`src/verilog/port_e_pkg.sv`:
```
// Constants, field positions and carrier types for the multiplexed port block
package port_e_pkg;
	localparam int PORT_W = 8;
	localparam int ADDR_W = 5;
	localparam int NARROW_W = 6;
	// Register byte addresses
	localparam logic [ADDR_W-1:0] ADDR_PIN_LEVEL = 5'h00;
	localparam logic [ADDR_W-1:0] ADDR_LATCH = 5'h04;
	localparam logic [ADDR_W-1:0] ADDR_DIRECTION = 5'h08;
	localparam logic [ADDR_W-1:0] ADDR_FIRST_LATCH = 5'h0C;
	localparam logic [ADDR_W-1:0] ADDR_MEM_IF_CTRL = 5'h10;
	localparam logic [ADDR_W-1:0] ADDR_PS_CTRL = 5'h14;
	localparam logic [ADDR_W-1:0] ADDR_STATUS = 5'h18;
	// Field positions
	localparam int PULLUP_ENABLE_BIT = 6;
	localparam int EXT_BUS_DISABLE_BIT = 7;
	localparam int PS_ENABLE_BIT = 4;
	localparam int PIN_BIT_SEVEN = 7;
	localparam int PAIR_LO_BIT = 3;
	localparam int PAIR_HI_BIT = 6;
	localparam int PS_RD_BIT = 0;
	localparam int PS_WR_BIT = 1;
	localparam int PS_CS_BIT = 2;
	// Reset values and implemented-pin masks
	localparam logic [PORT_W-1:0] LATCH_RST = 8'h00;
	localparam logic [PORT_W-1:0] DIRECTION_RST = 8'hFF;
	localparam logic [PORT_W-1:0] FIRST_LATCH_RST = 8'h00;
	localparam logic EXT_BUS_DISABLE_RST = 1'b1;
	localparam logic PS_ENABLE_RST = 1'b0;
	localparam logic [PORT_W-1:0] MASK_NARROW = 8'h3F;
	localparam logic [PORT_W-1:0] MASK_FULL = 8'hFF;
	// Package option strap codes and bus response codes
	localparam logic [1:0] PKG_SMALL = 2'h0;
	localparam logic [1:0] PKG_MID = 2'h1;
	localparam logic [1:0] PKG_LARGE = 2'h2;
	localparam logic [1:0] RESP_OKAY = 2'h0;
	localparam logic [1:0] RESP_SLVERR = 2'h2;

	// Enhanced PWM sources, indexed by their default pin
	typedef struct packed {
		logic [PORT_W-1:0] level;
		logic [PORT_W-1:0] enable;
		logic [PORT_W-1:0] tristate;
	} pwm_in_t;

	// High address/data byte of the external memory interface
	typedef struct packed {
		logic [PORT_W-1:0] data;
		logic [PORT_W-1:0] oe;
	} ext_bus_t;

	// Parallel slave control inputs
	typedef struct packed {
		logic rd;
		logic wr;
		logic cs;
	} ps_ctrl_t;

	// Register access request from the bus slave
	typedef struct packed {
		logic              wr;
		logic [ADDR_W-1:0] waddr;
		logic [31:0]       wdata;
		logic [3:0]        wstrb;
		logic              rd;
		logic [ADDR_W-1:0] raddr;
	} reg_req_t;
endpackage

```
`src/verilog/axil_reg_slave.sv`:
```
// AXI4-Lite slave front end turning bus transfers into register strobes
module axil_reg_slave
	import port_e_pkg::*;
(
	// Clock and reset
	input  wire logic              aclk,
	input  wire logic              aresetn,
	// Write channels
	input  wire logic [ADDR_W-1:0] awaddr,
	input  wire logic              awvalid,
	output logic                   awready,
	input  wire logic [31:0]       wdata,
	input  wire logic [3:0]        wstrb,
	input  wire logic              wvalid,
	output logic                   wready,
	output logic [1:0]             bresp,
	output logic                   bvalid,
	input  wire logic              bready,
	// Read channels
	input  wire logic [ADDR_W-1:0] araddr,
	input  wire logic              arvalid,
	output logic                   arready,
	output logic [31:0]            rdata,
	output logic [1:0]             rresp,
	output logic                   rvalid,
	input  wire logic              rready,
	// Register side
	output reg_req_t               req,
	input  wire logic              wr_ok,
	input  wire logic              rd_ok,
	input  wire logic [31:0]       rd_data
);
	logic              aw_have_reg;
	logic              w_have_reg;
	logic [ADDR_W-1:0] awaddr_reg;
	logic [31:0]       wdata_reg;
	logic [3:0]        wstrb_reg;
	logic              aw_fire;
	logic              w_fire;
	logic              do_write;
	logic              ar_fire;

	// Address and data may arrive in either order; each is held until both are in
	assign awready = !aw_have_reg && !bvalid;
	assign wready = !w_have_reg && !bvalid;
	assign arready = !rvalid;
	assign aw_fire = awvalid && awready;
	assign w_fire = wvalid && wready;
	assign ar_fire = arvalid && arready;
	assign do_write = (aw_have_reg || aw_fire) && (w_have_reg || w_fire);
	assign req.wr = do_write;
	assign req.waddr = aw_have_reg ? awaddr_reg : awaddr;
	assign req.wdata = w_have_reg ? wdata_reg : wdata;
	assign req.wstrb = w_have_reg ? wstrb_reg : wstrb;
	assign req.rd = ar_fire;
	assign req.raddr = araddr;

	always_ff @(posedge aclk) begin
		if (!aresetn || do_write) begin
			aw_have_reg <= 1'b0;
			w_have_reg <= 1'b0;
		end else begin
			aw_have_reg <= aw_have_reg || aw_fire;
			w_have_reg <= w_have_reg || w_fire;
		end
		if (aw_fire) begin
			awaddr_reg <= awaddr;
		end
		if (w_fire) begin
			wdata_reg <= wdata;
			wstrb_reg <= wstrb;
		end
	end

	always_ff @(posedge aclk) begin
		if (!aresetn) begin
			bvalid <= 1'b0;
			bresp <= RESP_OKAY;
			rvalid <= 1'b0;
			rresp <= RESP_OKAY;
			rdata <= 32'h00000000;
		end else begin
			if (do_write) begin
				bvalid <= 1'b1;
				bresp <= wr_ok ? RESP_OKAY : RESP_SLVERR;
			end else if (bready) begin
				bvalid <= 1'b0;
			end
			if (ar_fire) begin
				rvalid <= 1'b1;
				rresp <= rd_ok ? RESP_OKAY : RESP_SLVERR;
				rdata <= rd_ok ? rd_data : 32'h00000000;
			end else if (rready) begin
				rvalid <= 1'b0;
			end
		end
	end
endmodule

```
`src/verilog/port_e_pin_mux.sv`:
```
// Eight-pin general purpose port with external bus, PWM and parallel slave muxing
// Summary of operation
// - Six pins small package, eight otherwise
// - Direction one tri-states the pin driver
// - Direction zero drives the output latch
// - Latch reads return latched value, not pins
// - Every reset leaves all pins as inputs
// - Enabled memory bus owns pins, overrides direction
// - Memory bus beats every other function; PWM2 capture input still follows bit seven
// - One shared bit enables all pull-ups
// - Output pins never get their pull-up
// - Reset turns all pull-ups off
// - PWM outputs default onto low seven bits
// - Remap bit cleared moves pairs elsewhere
// - Alternate select cleared in micro mode puts PWM2 on bit seven
// - Parallel slave enable claims bits zero-two; the code only raises ps_ctrl_valid, and the pin drivers still follow direction
// - Bits zero-two become read, write, select
// - PWM overrides latch, may tri-state on shutdown
// - Memory bus controls its own direction
// - Missing upper bits read as zero
//
// The implementer's own choices: the register offsets and the AXI4-Lite register port.
module port_e_pin_mux
	import port_e_pkg::*;
(
	// Clock and reset
	input  wire logic              aclk,
	input  wire logic              aresetn,
	// AXI4-Lite register bus
	input  wire logic [ADDR_W-1:0] awaddr,
	input  wire logic              awvalid,
	output logic                   awready,
	input  wire logic [31:0]       wdata,
	input  wire logic [3:0]        wstrb,
	input  wire logic              wvalid,
	output logic                   wready,
	output logic [1:0]             bresp,
	output logic                   bvalid,
	input  wire logic              bready,
	input  wire logic [ADDR_W-1:0] araddr,
	input  wire logic              arvalid,
	output logic                   arready,
	output logic [31:0]            rdata,
	output logic [1:0]             rresp,
	output logic                   rvalid,
	input  wire logic              rready,
	// Configuration straps
	input  wire logic [1:0]        pkg_sel,
	input  wire logic              pwm_pair_remap,
	input  wire logic              pwm2_alt_pin_select,
	input  wire logic              micro_mode,
	// Peripheral sources on the same clock
	input  pwm_in_t                pwm,
	input  ext_bus_t               ext_bus,
	// Peripheral sinks
	output logic [PORT_W-1:0]      ext_bus_high_byte_in,
	output logic                   ext_bus_active,
	output ps_ctrl_t               ps_ctrl,
	output logic                   ps_ctrl_valid,
	output logic                   pwm2_capture_in,
	output logic                   pwm_pairs_on_port_h,
	// Pins
	input  wire logic [PORT_W-1:0] pin_in,
	output logic [PORT_W-1:0]      pin_out,
	output logic [PORT_W-1:0]      pin_oe,
	output logic [PORT_W-1:0]      pin_pullup
);
	reg_req_t          req;
	logic              wr_ok;
	logic              rd_ok;
	logic [31:0]       rd_data;
	logic [PORT_W-1:0] pin_meta_reg;
	logic [PORT_W-1:0] pin_sync_reg;
	logic [4:0]        strap_meta_reg;
	logic [4:0]        strap_sync_reg;
	logic [PORT_W-1:0] latch_reg;
	logic [PORT_W-1:0] latch_next;
	logic [PORT_W-1:0] dir_reg;
	logic [PORT_W-1:0] dir_next;
	logic [PORT_W-1:0] first_port_latch_reg;
	logic [PORT_W-1:0] first_port_latch_next;
	logic              ext_bus_disable_reg;
	logic              ext_bus_disable_next;
	logic              ps_enable_reg;
	logic              ps_enable_next;
	logic [PORT_W-1:0] out_next;
	logic [PORT_W-1:0] oe_next;
	logic [PORT_W-1:0] pullup_next;
	logic [PORT_W-1:0] impl_mask;
	logic [PORT_W-1:0] pwm_here;
	logic [PORT_W-1:0] pwm_on;
	logic [1:0]        pkg_q;
	logic              remap_q;
	logic              alt_sel_q;
	logic              micro_q;
	logic              pkg_is_small;
	logic              pkg_is_large;
	logic              pullup_enable;
	logic              lane0;
	logic              wr_pin_level;
	logic              wr_latch;
	logic              wr_dir;
	logic              wr_first;
	logic              wr_mem_if;
	logic              wr_ps;

	axil_reg_slave u_bus (
		.aclk    (aclk),
		.aresetn (aresetn),
		.awaddr  (awaddr),
		.awvalid (awvalid),
		.awready (awready),
		.wdata   (wdata),
		.wstrb   (wstrb),
		.wvalid  (wvalid),
		.wready  (wready),
		.bresp   (bresp),
		.bvalid  (bvalid),
		.bready  (bready),
		.araddr  (araddr),
		.arvalid (arvalid),
		.arready (arready),
		.rdata   (rdata),
		.rresp   (rresp),
		.rvalid  (rvalid),
		.rready  (rready),
		.req     (req),
		.wr_ok   (wr_ok),
		.rd_ok   (rd_ok),
		.rd_data (rd_data)
	);

	// Pins and straps come from outside the clock domain
	always_ff @(posedge aclk) begin
		pin_meta_reg <= pin_in;
		pin_sync_reg <= pin_meta_reg;
		strap_meta_reg <= {pkg_sel, pwm_pair_remap, pwm2_alt_pin_select, micro_mode};
		strap_sync_reg <= strap_meta_reg;
	end

	assign pkg_q = strap_sync_reg[4:3];
	assign remap_q = strap_sync_reg[2];
	assign alt_sel_q = strap_sync_reg[1];
	assign micro_q = strap_sync_reg[0];
	assign pkg_is_small = (pkg_q == PKG_SMALL);
	assign pkg_is_large = (pkg_q == PKG_LARGE);
	assign impl_mask = pkg_is_small ? MASK_NARROW : MASK_FULL;
	assign pullup_enable = first_port_latch_reg[PULLUP_ENABLE_BIT];
	assign ext_bus_active = pkg_is_large && !ext_bus_disable_reg;
	assign pwm_pairs_on_port_h = !pkg_is_small && !remap_q;

	// Register decode
	assign lane0 = req.wr && req.wstrb[0];
	assign wr_pin_level = lane0 && (req.waddr == ADDR_PIN_LEVEL);
	assign wr_latch = lane0 && (req.waddr == ADDR_LATCH);
	assign wr_dir = lane0 && (req.waddr == ADDR_DIRECTION);
	assign wr_first = lane0 && (req.waddr == ADDR_FIRST_LATCH);
	assign wr_mem_if = lane0 && (req.waddr == ADDR_MEM_IF_CTRL);
	assign wr_ps = lane0 && (req.waddr == ADDR_PS_CTRL);
	assign wr_ok = (req.waddr <= ADDR_PS_CTRL) && (req.waddr[1:0] == 2'h0);
	assign rd_ok = (req.raddr <= ADDR_STATUS) && (req.raddr[1:0] == 2'h0);

	// Both pin and latch addresses write the latch
	assign latch_next = (wr_pin_level || wr_latch) ? req.wdata[PORT_W-1:0] : latch_reg;
	assign dir_next = wr_dir ? req.wdata[PORT_W-1:0] : dir_reg;
	assign first_port_latch_next = wr_first ? req.wdata[PORT_W-1:0] : first_port_latch_reg;
	assign ext_bus_disable_next = wr_mem_if ? req.wdata[EXT_BUS_DISABLE_BIT] : ext_bus_disable_reg;
	assign ps_enable_next = wr_ps ? req.wdata[PS_ENABLE_BIT] : ps_enable_reg;

	always_comb begin
		rd_data = 32'h00000000;
		case (req.raddr)
			ADDR_PIN_LEVEL: rd_data[PORT_W-1:0] = pin_sync_reg & impl_mask;
			ADDR_LATCH: rd_data[PORT_W-1:0] = latch_reg & impl_mask;
			ADDR_DIRECTION: rd_data[PORT_W-1:0] = dir_reg & impl_mask;
			ADDR_FIRST_LATCH: rd_data[PORT_W-1:0] = first_port_latch_reg;
			ADDR_MEM_IF_CTRL: rd_data[EXT_BUS_DISABLE_BIT] = ext_bus_disable_reg;
			ADDR_PS_CTRL: rd_data[PS_ENABLE_BIT] = ps_enable_reg;
			ADDR_STATUS: rd_data[PORT_W-1:0] = pin_oe;
			default: rd_data = 32'h00000000;
		endcase
	end

	// Every reset returns the port to inputs with pull-ups off
	always_ff @(posedge aclk) begin
		if (!aresetn) begin
			latch_reg <= LATCH_RST;
			dir_reg <= DIRECTION_RST;
			first_port_latch_reg <= FIRST_LATCH_RST;
			ext_bus_disable_reg <= EXT_BUS_DISABLE_RST;
			ps_enable_reg <= PS_ENABLE_RST;
		end else begin
			latch_reg <= latch_next;
			dir_reg <= dir_next;
			first_port_latch_reg <= first_port_latch_next;
			ext_bus_disable_reg <= ext_bus_disable_next;
			ps_enable_reg <= ps_enable_next;
		end
	end

	// Per-pin function selection, highest priority first
	for (genvar i = 0; i < PORT_W; i++) begin : g_pin
		if (i == PIN_BIT_SEVEN) begin : g_seven
			assign pwm_here[i] = !pkg_is_small && micro_q && !alt_sel_q;
		end else if (i >= PAIR_LO_BIT && i <= PAIR_HI_BIT) begin : g_pair
			assign pwm_here[i] = pkg_is_small || remap_q;
		end else begin : g_fixed
			assign pwm_here[i] = 1'b1;
		end
		assign pwm_on[i] = impl_mask[i] && pwm_here[i] && pwm.enable[i];

		always_comb begin
			if (!impl_mask[i]) begin
				out_next[i] = 1'b0;
				oe_next[i] = 1'b0;
			end else if (ext_bus_active) begin
				out_next[i] = ext_bus.data[i];
				oe_next[i] = ext_bus.oe[i];
			end else if (pwm_on[i]) begin
				out_next[i] = pwm.level[i];
				oe_next[i] = !dir_reg[i] && !pwm.tristate[i];
			end else begin
				out_next[i] = latch_reg[i];
				oe_next[i] = !dir_reg[i];
			end
		end
		// Pull-up follows the input direction only; bus cycles never see it
		assign pullup_next[i] = impl_mask[i] && !ext_bus_active && pullup_enable && dir_reg[i];
	end

	// Driven pins are registered so the pads see glitch-free levels
	always_ff @(posedge aclk) begin
		if (!aresetn) begin
			pin_out <= '0;
			pin_oe <= '0;
			pin_pullup <= '0;
		end else begin
			pin_out <= out_next;
			pin_oe <= oe_next;
			pin_pullup <= pullup_next;
		end
	end

	// Parallel slave control is only meaningful on the large package without the bus
	always_ff @(posedge aclk) begin
		if (!aresetn) begin
			ps_ctrl <= '0;
			ps_ctrl_valid <= 1'b0;
			ext_bus_high_byte_in <= '0;
			pwm2_capture_in <= 1'b0;
		end else begin
			ps_ctrl.rd <= pin_sync_reg[PS_RD_BIT];
			ps_ctrl.wr <= pin_sync_reg[PS_WR_BIT];
			ps_ctrl.cs <= pin_sync_reg[PS_CS_BIT];
			ps_ctrl_valid <= ps_enable_reg && pkg_is_large && !ext_bus_active;
			ext_bus_high_byte_in <= pin_sync_reg;
			pwm2_capture_in <= pwm_here[PIN_BIT_SEVEN] && pin_sync_reg[PIN_BIT_SEVEN];
		end
	end
endmodule

```
`config.mk`:
```
export PLATFORM = sky130hd
export DESIGN_NAME = port_e_pin_mux
export DESIGN_NICKNAME = d
export VERILOG_FILES = /design/src/verilog/port_e_pkg.sv /design/src/verilog/axil_reg_slave.sv /design/src/verilog/port_e_pin_mux.sv
export SDC_FILE = /design/constraint.sdc
export NUM_CORES = 1
export LEC_CHECK = 0
export ABC_CLOCK_PERIOD_IN_PS = 2300
export BUFFER_PORTS_ARGS = -buffer_cell sky130_fd_sc_hd__buf_2
export CAP_MARGIN = 20
export CORE_MARGIN = 2
export CORE_UTILIZATION = 48
export CTS_CLUSTER_SIZE = 25
export DETAILED_ROUTE_END_ITERATION = 10
export PLACE_DENSITY_LB_ADDON = 0.3
export SLEW_MARGIN = 10
export SYNTH_ARGS = -nofsm -noshare
export SYNTH_HDL_FRONTEND = slang
export SYNTH_SLANG_ARGS = --single-unit
```
`constraint.sdc`:
```
create_clock -name aclk -period 2.3 [get_ports aclk]
set_input_delay 0 -clock aclk [delete_from_list [all_inputs] [get_ports aclk]]
set_output_delay 0 -clock aclk [all_outputs]
set_load 0.05 [all_outputs]
```
# Word-level counts from Yosys, hierarchy flattened
# Index checks and enable logic that the tools add are counted.
# op_classes
add_sub_neg	0
mul	0
div	0
n_lt_le_gt_ge	2
n_eq_ne	12
shifts	0
n_mux	47
bitwise_logic	3
n_reduce_logical	113
# op_table
op	n
logical AND 1 bit	67
two-way mux 1 bit	37
logical NOT 1 bit	26
equality test 5 bit (second input constant)	5
AND 8 bit	3
two-way mux 8 bit	3
equality test 5 x 4 -> 1 bit (second input constant)	4
one-hot mux 4 bit (5 select lines)	1
AND reduction 2 bit	8
one-hot mux 1 bit (6 select lines)	2
equality test 5 x 3 -> 1 bit (second input constant)	2
less-or-equal comparator 5 bit (second input constant)	2
logical NOT 5 bit	2
one-hot mux 2 bit (5 select lines)	1
logical NOT 2 bit	3
logical OR 1 bit	5
two-way mux 5 bit	1
two-way mux 2 bit	2
nonzero test 2 bit	2
equality test 2 bit (second input constant)	1
# totals
register_bits	143
latchBits	0
ram_bits	0
mem_bits_ro	0
in_bits	106
out_inout_bits	80
word_cells	219
mem_count	0

# Depth between registers and ports, before layout
# logic_depth
depth_word	8
depth_mapped	6
ltp_nobuf	4

# Modules after synthesis
# From an unflattened synthesis, not the netlist that was laid out.
# unflattened
hier_cells	609
hier_area_um2	6969.2
# by_module_without_submodules
mod	instances	cells_each	area_per_inst_um2	seq_area_each_um2
axil_reg_slave	1	269	3656.0	1991.9
port_e_pin_mux	1	340	3313.2	1721.7

# Worst setup path after synthesis
# OpenSTA, ideal clock, no wires.
# synth_timing
path_kind	reg-to-reg
from	register u_bus.bvalid
to	register u_bus.wdata_reg[0], enable pin
setup_time_ps	342
arrival_time_ps	1745
t_required_ps	1958
path_slack_ps	213
path_stages_with_launch	3
period_less_slack_ps	2087
path_cell_list	dfxtp_1 > nor2_1 > and2_1
# synth_between
elab_chain_len	3
# synth_rtl
item	line_no	rtl
start: declaration	axil_reg_slave.sv:17	output logic bvalid,
start signal: assignment	axil_reg_slave.sv:77	bvalid <= 1'b0;
start signal: assignment	axil_reg_slave.sv:84	bvalid <= 1'b1;
start signal: assignment	axil_reg_slave.sv:87	bvalid <= 1'b0;
logical NOT 1 bit	axil_reg_slave.sv:45	assign wready = !w_have_reg && !bvalid;
logical AND 1 bit	axil_reg_slave.sv:45	
net wready	port_e_pin_mux.sv:36	output logic wready,
logical AND 1 bit	axil_reg_slave.sv:48	assign w_fire = wvalid && wready;
net u_bus.w_fire	axil_reg_slave.sv:39	logic w_fire;
end signal: assignment	axil_reg_slave.sv:70	wdata_reg <= wdata;
end: declaration	axil_reg_slave.sv:36	logic [31:0] wdata_reg;
# The timed path passes the listed nets, and every way through them passes these cells.
# A chain may end at the register's enable or synchronous reset.

# Final worst setup path
# layout_timing
from	register strap_sync_reg[4]
to	register pin_oe[4]
# layout_between
elab_chain_len	6
# layout_rtl
item	line_no	rtl
start: declaration	port_e_pin_mux.sv:75	logic [4:0] strap_sync_reg;
start signal: assignment	port_e_pin_mux.sv:138	strap_sync_reg <= strap_meta_reg;
logical NOT 2 bit	port_e_pin_mux.sv:145	assign pkg_is_small = (pkg_q == PKG_SMALL);
logical OR 1 bit	port_e_pin_mux.sv:206	assign pwm_here[i] = pkg_is_small || remap_q;
logical AND 1 bit (2 in a row)	port_e_pin_mux.sv:210	assign pwm_on[i] = impl_mask[i] && pwm_here[i] && pwm.enable[i];
two-way mux 1 bit	port_e_pin_mux.sv:219	end else if (pwm_on[i]) begin
two-way mux 1 bit *	port_e_pin_mux.sv:216	end else if (ext_bus_active) begin
end signal: assignment	port_e_pin_mux.sv:239	pin_oe <= oe_next;
end: declaration	port_e_pin_mux.sv:65	output logic [PORT_W-1:0] pin_oe,
# Every way passes the cells marked *; elsewhere a longest branch is shown, timed or not.

==> metrics.md <==
| Metric | Value |
|---|---|
| Crit path kind | `reg -> reg` |
| Port buffer count | `~130` |
| Number of global-route vias before repair | `just over 4,000` |
| Final core utilization | `between 60 and 70%` |
| Detailed Routing Iterations Pass 1 | `5` |
| CTS tree | `built` |
| Setup_tns | `0 ps` |
| Final Hold Fails | `0` |
| Area grow syn2layout | `40.9%` |
| Die X | `103 um` |
| Outcome | `completed` |
| Crit end category | `flip-flop` |
| Hold Path Cell Cnt | `4` |
| Placer Congestion | `approximately 0.89` |
| Share of layout cells above drive strength 1 | `approximately 28%` |
| CP cell instances | `or3b_1, buf_4, nand2_1, a311oi_1, a31o_1, dlygate4sd3_1` |
| Slowest stage cell on the critical path | `dlygate4sd3_1` |
| Max H-tree Level | `4` |
| Clock Latency Late Sink | `between 500 and 600 ps` |
| Mapped cell area | `between 4000 and 5000 um2` |
| Diode count | `0` |
| Syn_area_per_cell | `slightly above 10 um2` |
| Vias per cell | `between 5 and 6` |
| Worst reg-to-reg setup slack | `210 ps` |
| Routed WL | `between 10,000 and 15,000 um` |
| Critical Path RT | `between 2000 and 3000 ps` |
| Initial Util | `about half` |
| Asr flop ratio synth | `0%` |
| Post-synth EDFFs | `14` |
| Largest net degree at the start of global routing | `31` |
| Clock sink total | `around 110` |
| VDD IR max | `roughly 510 uV` |
| Warnings from Yosys | `0` |
| Core box area | `approximately 9600 um2` |
| Startpoint types | `flip-flop` |
| Most frequent cells in the layout | `buf_2, dfxtp_1, dlygate4sd3_1` |
| Hpwl dp | `between 8000 and 9000 um` |
| Commonest non-fill, non-tap cell in the layout | `buf_2` |
| Reg2reg path depth | `6` |
| Die area | `between 10,000 and 15,000 um2` |
| Max Slew Vio Count | `0` |
| GRT Total Usage | `24.4%` |
| Worst path arrival time | `~2500 ps` |
| Reg2Reg Launch Point | `strap_sync_reg[4]$_DFF_P_` |
| CTS clk-pin slew, worst paths | `roughly 60 ps` |
| Register area share after synthesis | `slightly above 50%` |
| Clock buffer depth | `2` |
| Antenna viol nets, final | `0` |
| Crit path max-delay family | `buffers and inverters` |
| CP bufs+invs | `2` |
| Synthesis-stage register bit count | `114` |
| Critical Path Stages | `6` |
| Global-route wire length before repair | `roughly 19,000 um` |
| Via Count | `4,073` |
| Power Dens Cells | `809 nW/um2` |
| DR WL/cell | `between 15 and 20 um` |
| Mapped Cells | `451` |
| Leakage | `about 3.1 nW` |
| Worst setup endpoint | `pin_oe[4]$_SDFF_PN0_` |
| RSZ-0062 raised after global routing | `false` |
| Hold WC Path Type | `in -> reg` |
| Crit path from | `strap_sync_reg[4]$_DFF_P_` |
| Fmax | `between 0.4 and 0.5 GHz` |
| Slew @ Worst Pin | `roughly 620 ps` |
| Io pins | `about 190` |
| Clk root buf | `clkbuf_8` |
| Nets | `759` |
| Drt drc | `0` |
| Max-Cap Viols | `0` |
| Slew margin rel. | `roughly three fifths` |
| First DRT Iteration DRCs | `~220` |
| Final worst-path cycle share | `90.9%` |
| Setup violations, final | `0` |
| Die boundary height | `just over 100 um` |
| CTS buffer count | `17` |
| Clock skew | `roughly 9 ps` |
| Synth Flop Type | `dfxtp_1` |
| R2r endpoint | `pin_oe[4]$_SDFF_PN0_` |
| GRT overflow | `0` |
| Site Rows | `36` |
| Netlist cell types | `57` |
| Initial antenna violation count | `0` |
| CP Max Fanout | `22` |
| Fin crit period | `about 2100 ps` |
| Max incr delay on CP | `between 500 and 600 ps` |
what timing repair did:
action	in CTS	in global routing
endpoints found under the hold margin	90	0
resized for setup	0	1
buffers inserted	0	2
hold buffers	68	0
setup endpoints to repair	0	2
report_power, final:
group	internal [W]	switching [W]
sequential	0.00209	0.0000448
clock	0.00163	0.000892
combinational	0.000237	0.000438
per-layer routing:
metal / vias to the layer above / part of all wire (%) / global-route usage [%]
met5: - / 0 / 0
met4: 0 / 2.3 / 10.8
met3: 26 / 7.2 / 6.64
met2: 198 / 50 / 42.4
met1: 1881 / 40 / 28.1
li1: 1968 / - / -
metrics by stage:
step | power, W | std cells | instance area (um2) | hold WS, ps | setup slack (ps)
global route | 0.00550 | 799 | 6590 | 80.0 | 108
floorplan | 0.00264 | 476 | 4770 | 27.7 | 213
finish | 0.00533 | 799 | 6590 | 56.2 | 209
global placement | 0.00276 | 697 | 5330 | 103 | 339
CTS | 0.00535 | 797 | 6580 | 17.1 | 183
detailed placement | 0.00277 | 697 | 5330 | 104 | 205
worst min-delay path by stage:
stage          slack, ps                           to        from
3_3_place_gp         100      pin_meta_reg[4]$_DFF_P_   pin_in[4]
4_1_cts               20  u_bus.rdata[7]$_SDFFE_PN0P_   araddr[4]
5_1_grt               80  u_bus.rdata[7]$_SDFFE_PN0P_   araddr[4]
3_5_place_dp         100    strap_meta_reg[3]$_DFF_P_  pkg_sel[0]
2_1_floorplan         30      pin_meta_reg[0]$_DFF_P_   pin_in[0]
6_report              60  u_bus.rdata[7]$_SDFFE_PN0P_   araddr[4]
cells by family (layout without fill, tap and decap cells):
group	Yosys count	count (layout)	synth area share, %
simple gates	147	147	16.1
flops	114	114	51.8
buf+inv	57	247	7.43
other cells	1	26	0.0801
compound gates	84	84	13.8
mux	48	48	10.8
Yosys cell counts (4+ instances only):
master | n | area (um2)
nor2_1 | 30 | 113
dfxtp_1 | 100 | 2000
nor3_1 | 5 | 25.0
o2111ai_1 | 4 | 35.0
nand2_1 | 47 | 176
and2_1 | 17 | 106
mux2i_1 | 39 | 390
clkbuf_1 | 14 | 52.6
and3_1 | 4 | 25.0
a311oi_1 | 4 | 35.0
o21ai_1 | 7 | 35.0
edfxtp_1 | 14 | 420
a31oi_1 | 7 | 43.8
nand2b_1 | 9 | 56.3
a211oi_1 | 13 | 97.6
buf_4 | 30 | 225
a21oi_1 | 19 | 95.1
o21ai_0 | 7 | 35.0
nor2b_1 | 7 | 43.8
inv_1 | 5 | 18.8
nand3_1 | 12 | 60.1
mux2_2 | 6 | 67.6
buf_2 | 5 | 25.0
area by class of cell:
type	count	area [um2]
fillers	719	3000
inverters	6	22.5
repair buffers	209	1410
multi-input cells	305	2000
clock inverters	9	101
clock buffers	23	468
well taps	133	166
flip-flops and latches	114	2420
worst register-to-register path, cell delays in order (launching register included):
cell,delay (ps)
dfxtp_1,410
or3b_1,400
buf_4,230
nand2_1,140
a311oi_1,60
a31o_1,190
dlygate4sd3_1,550
No activity file was read; power rests on OpenSTA's default activity.
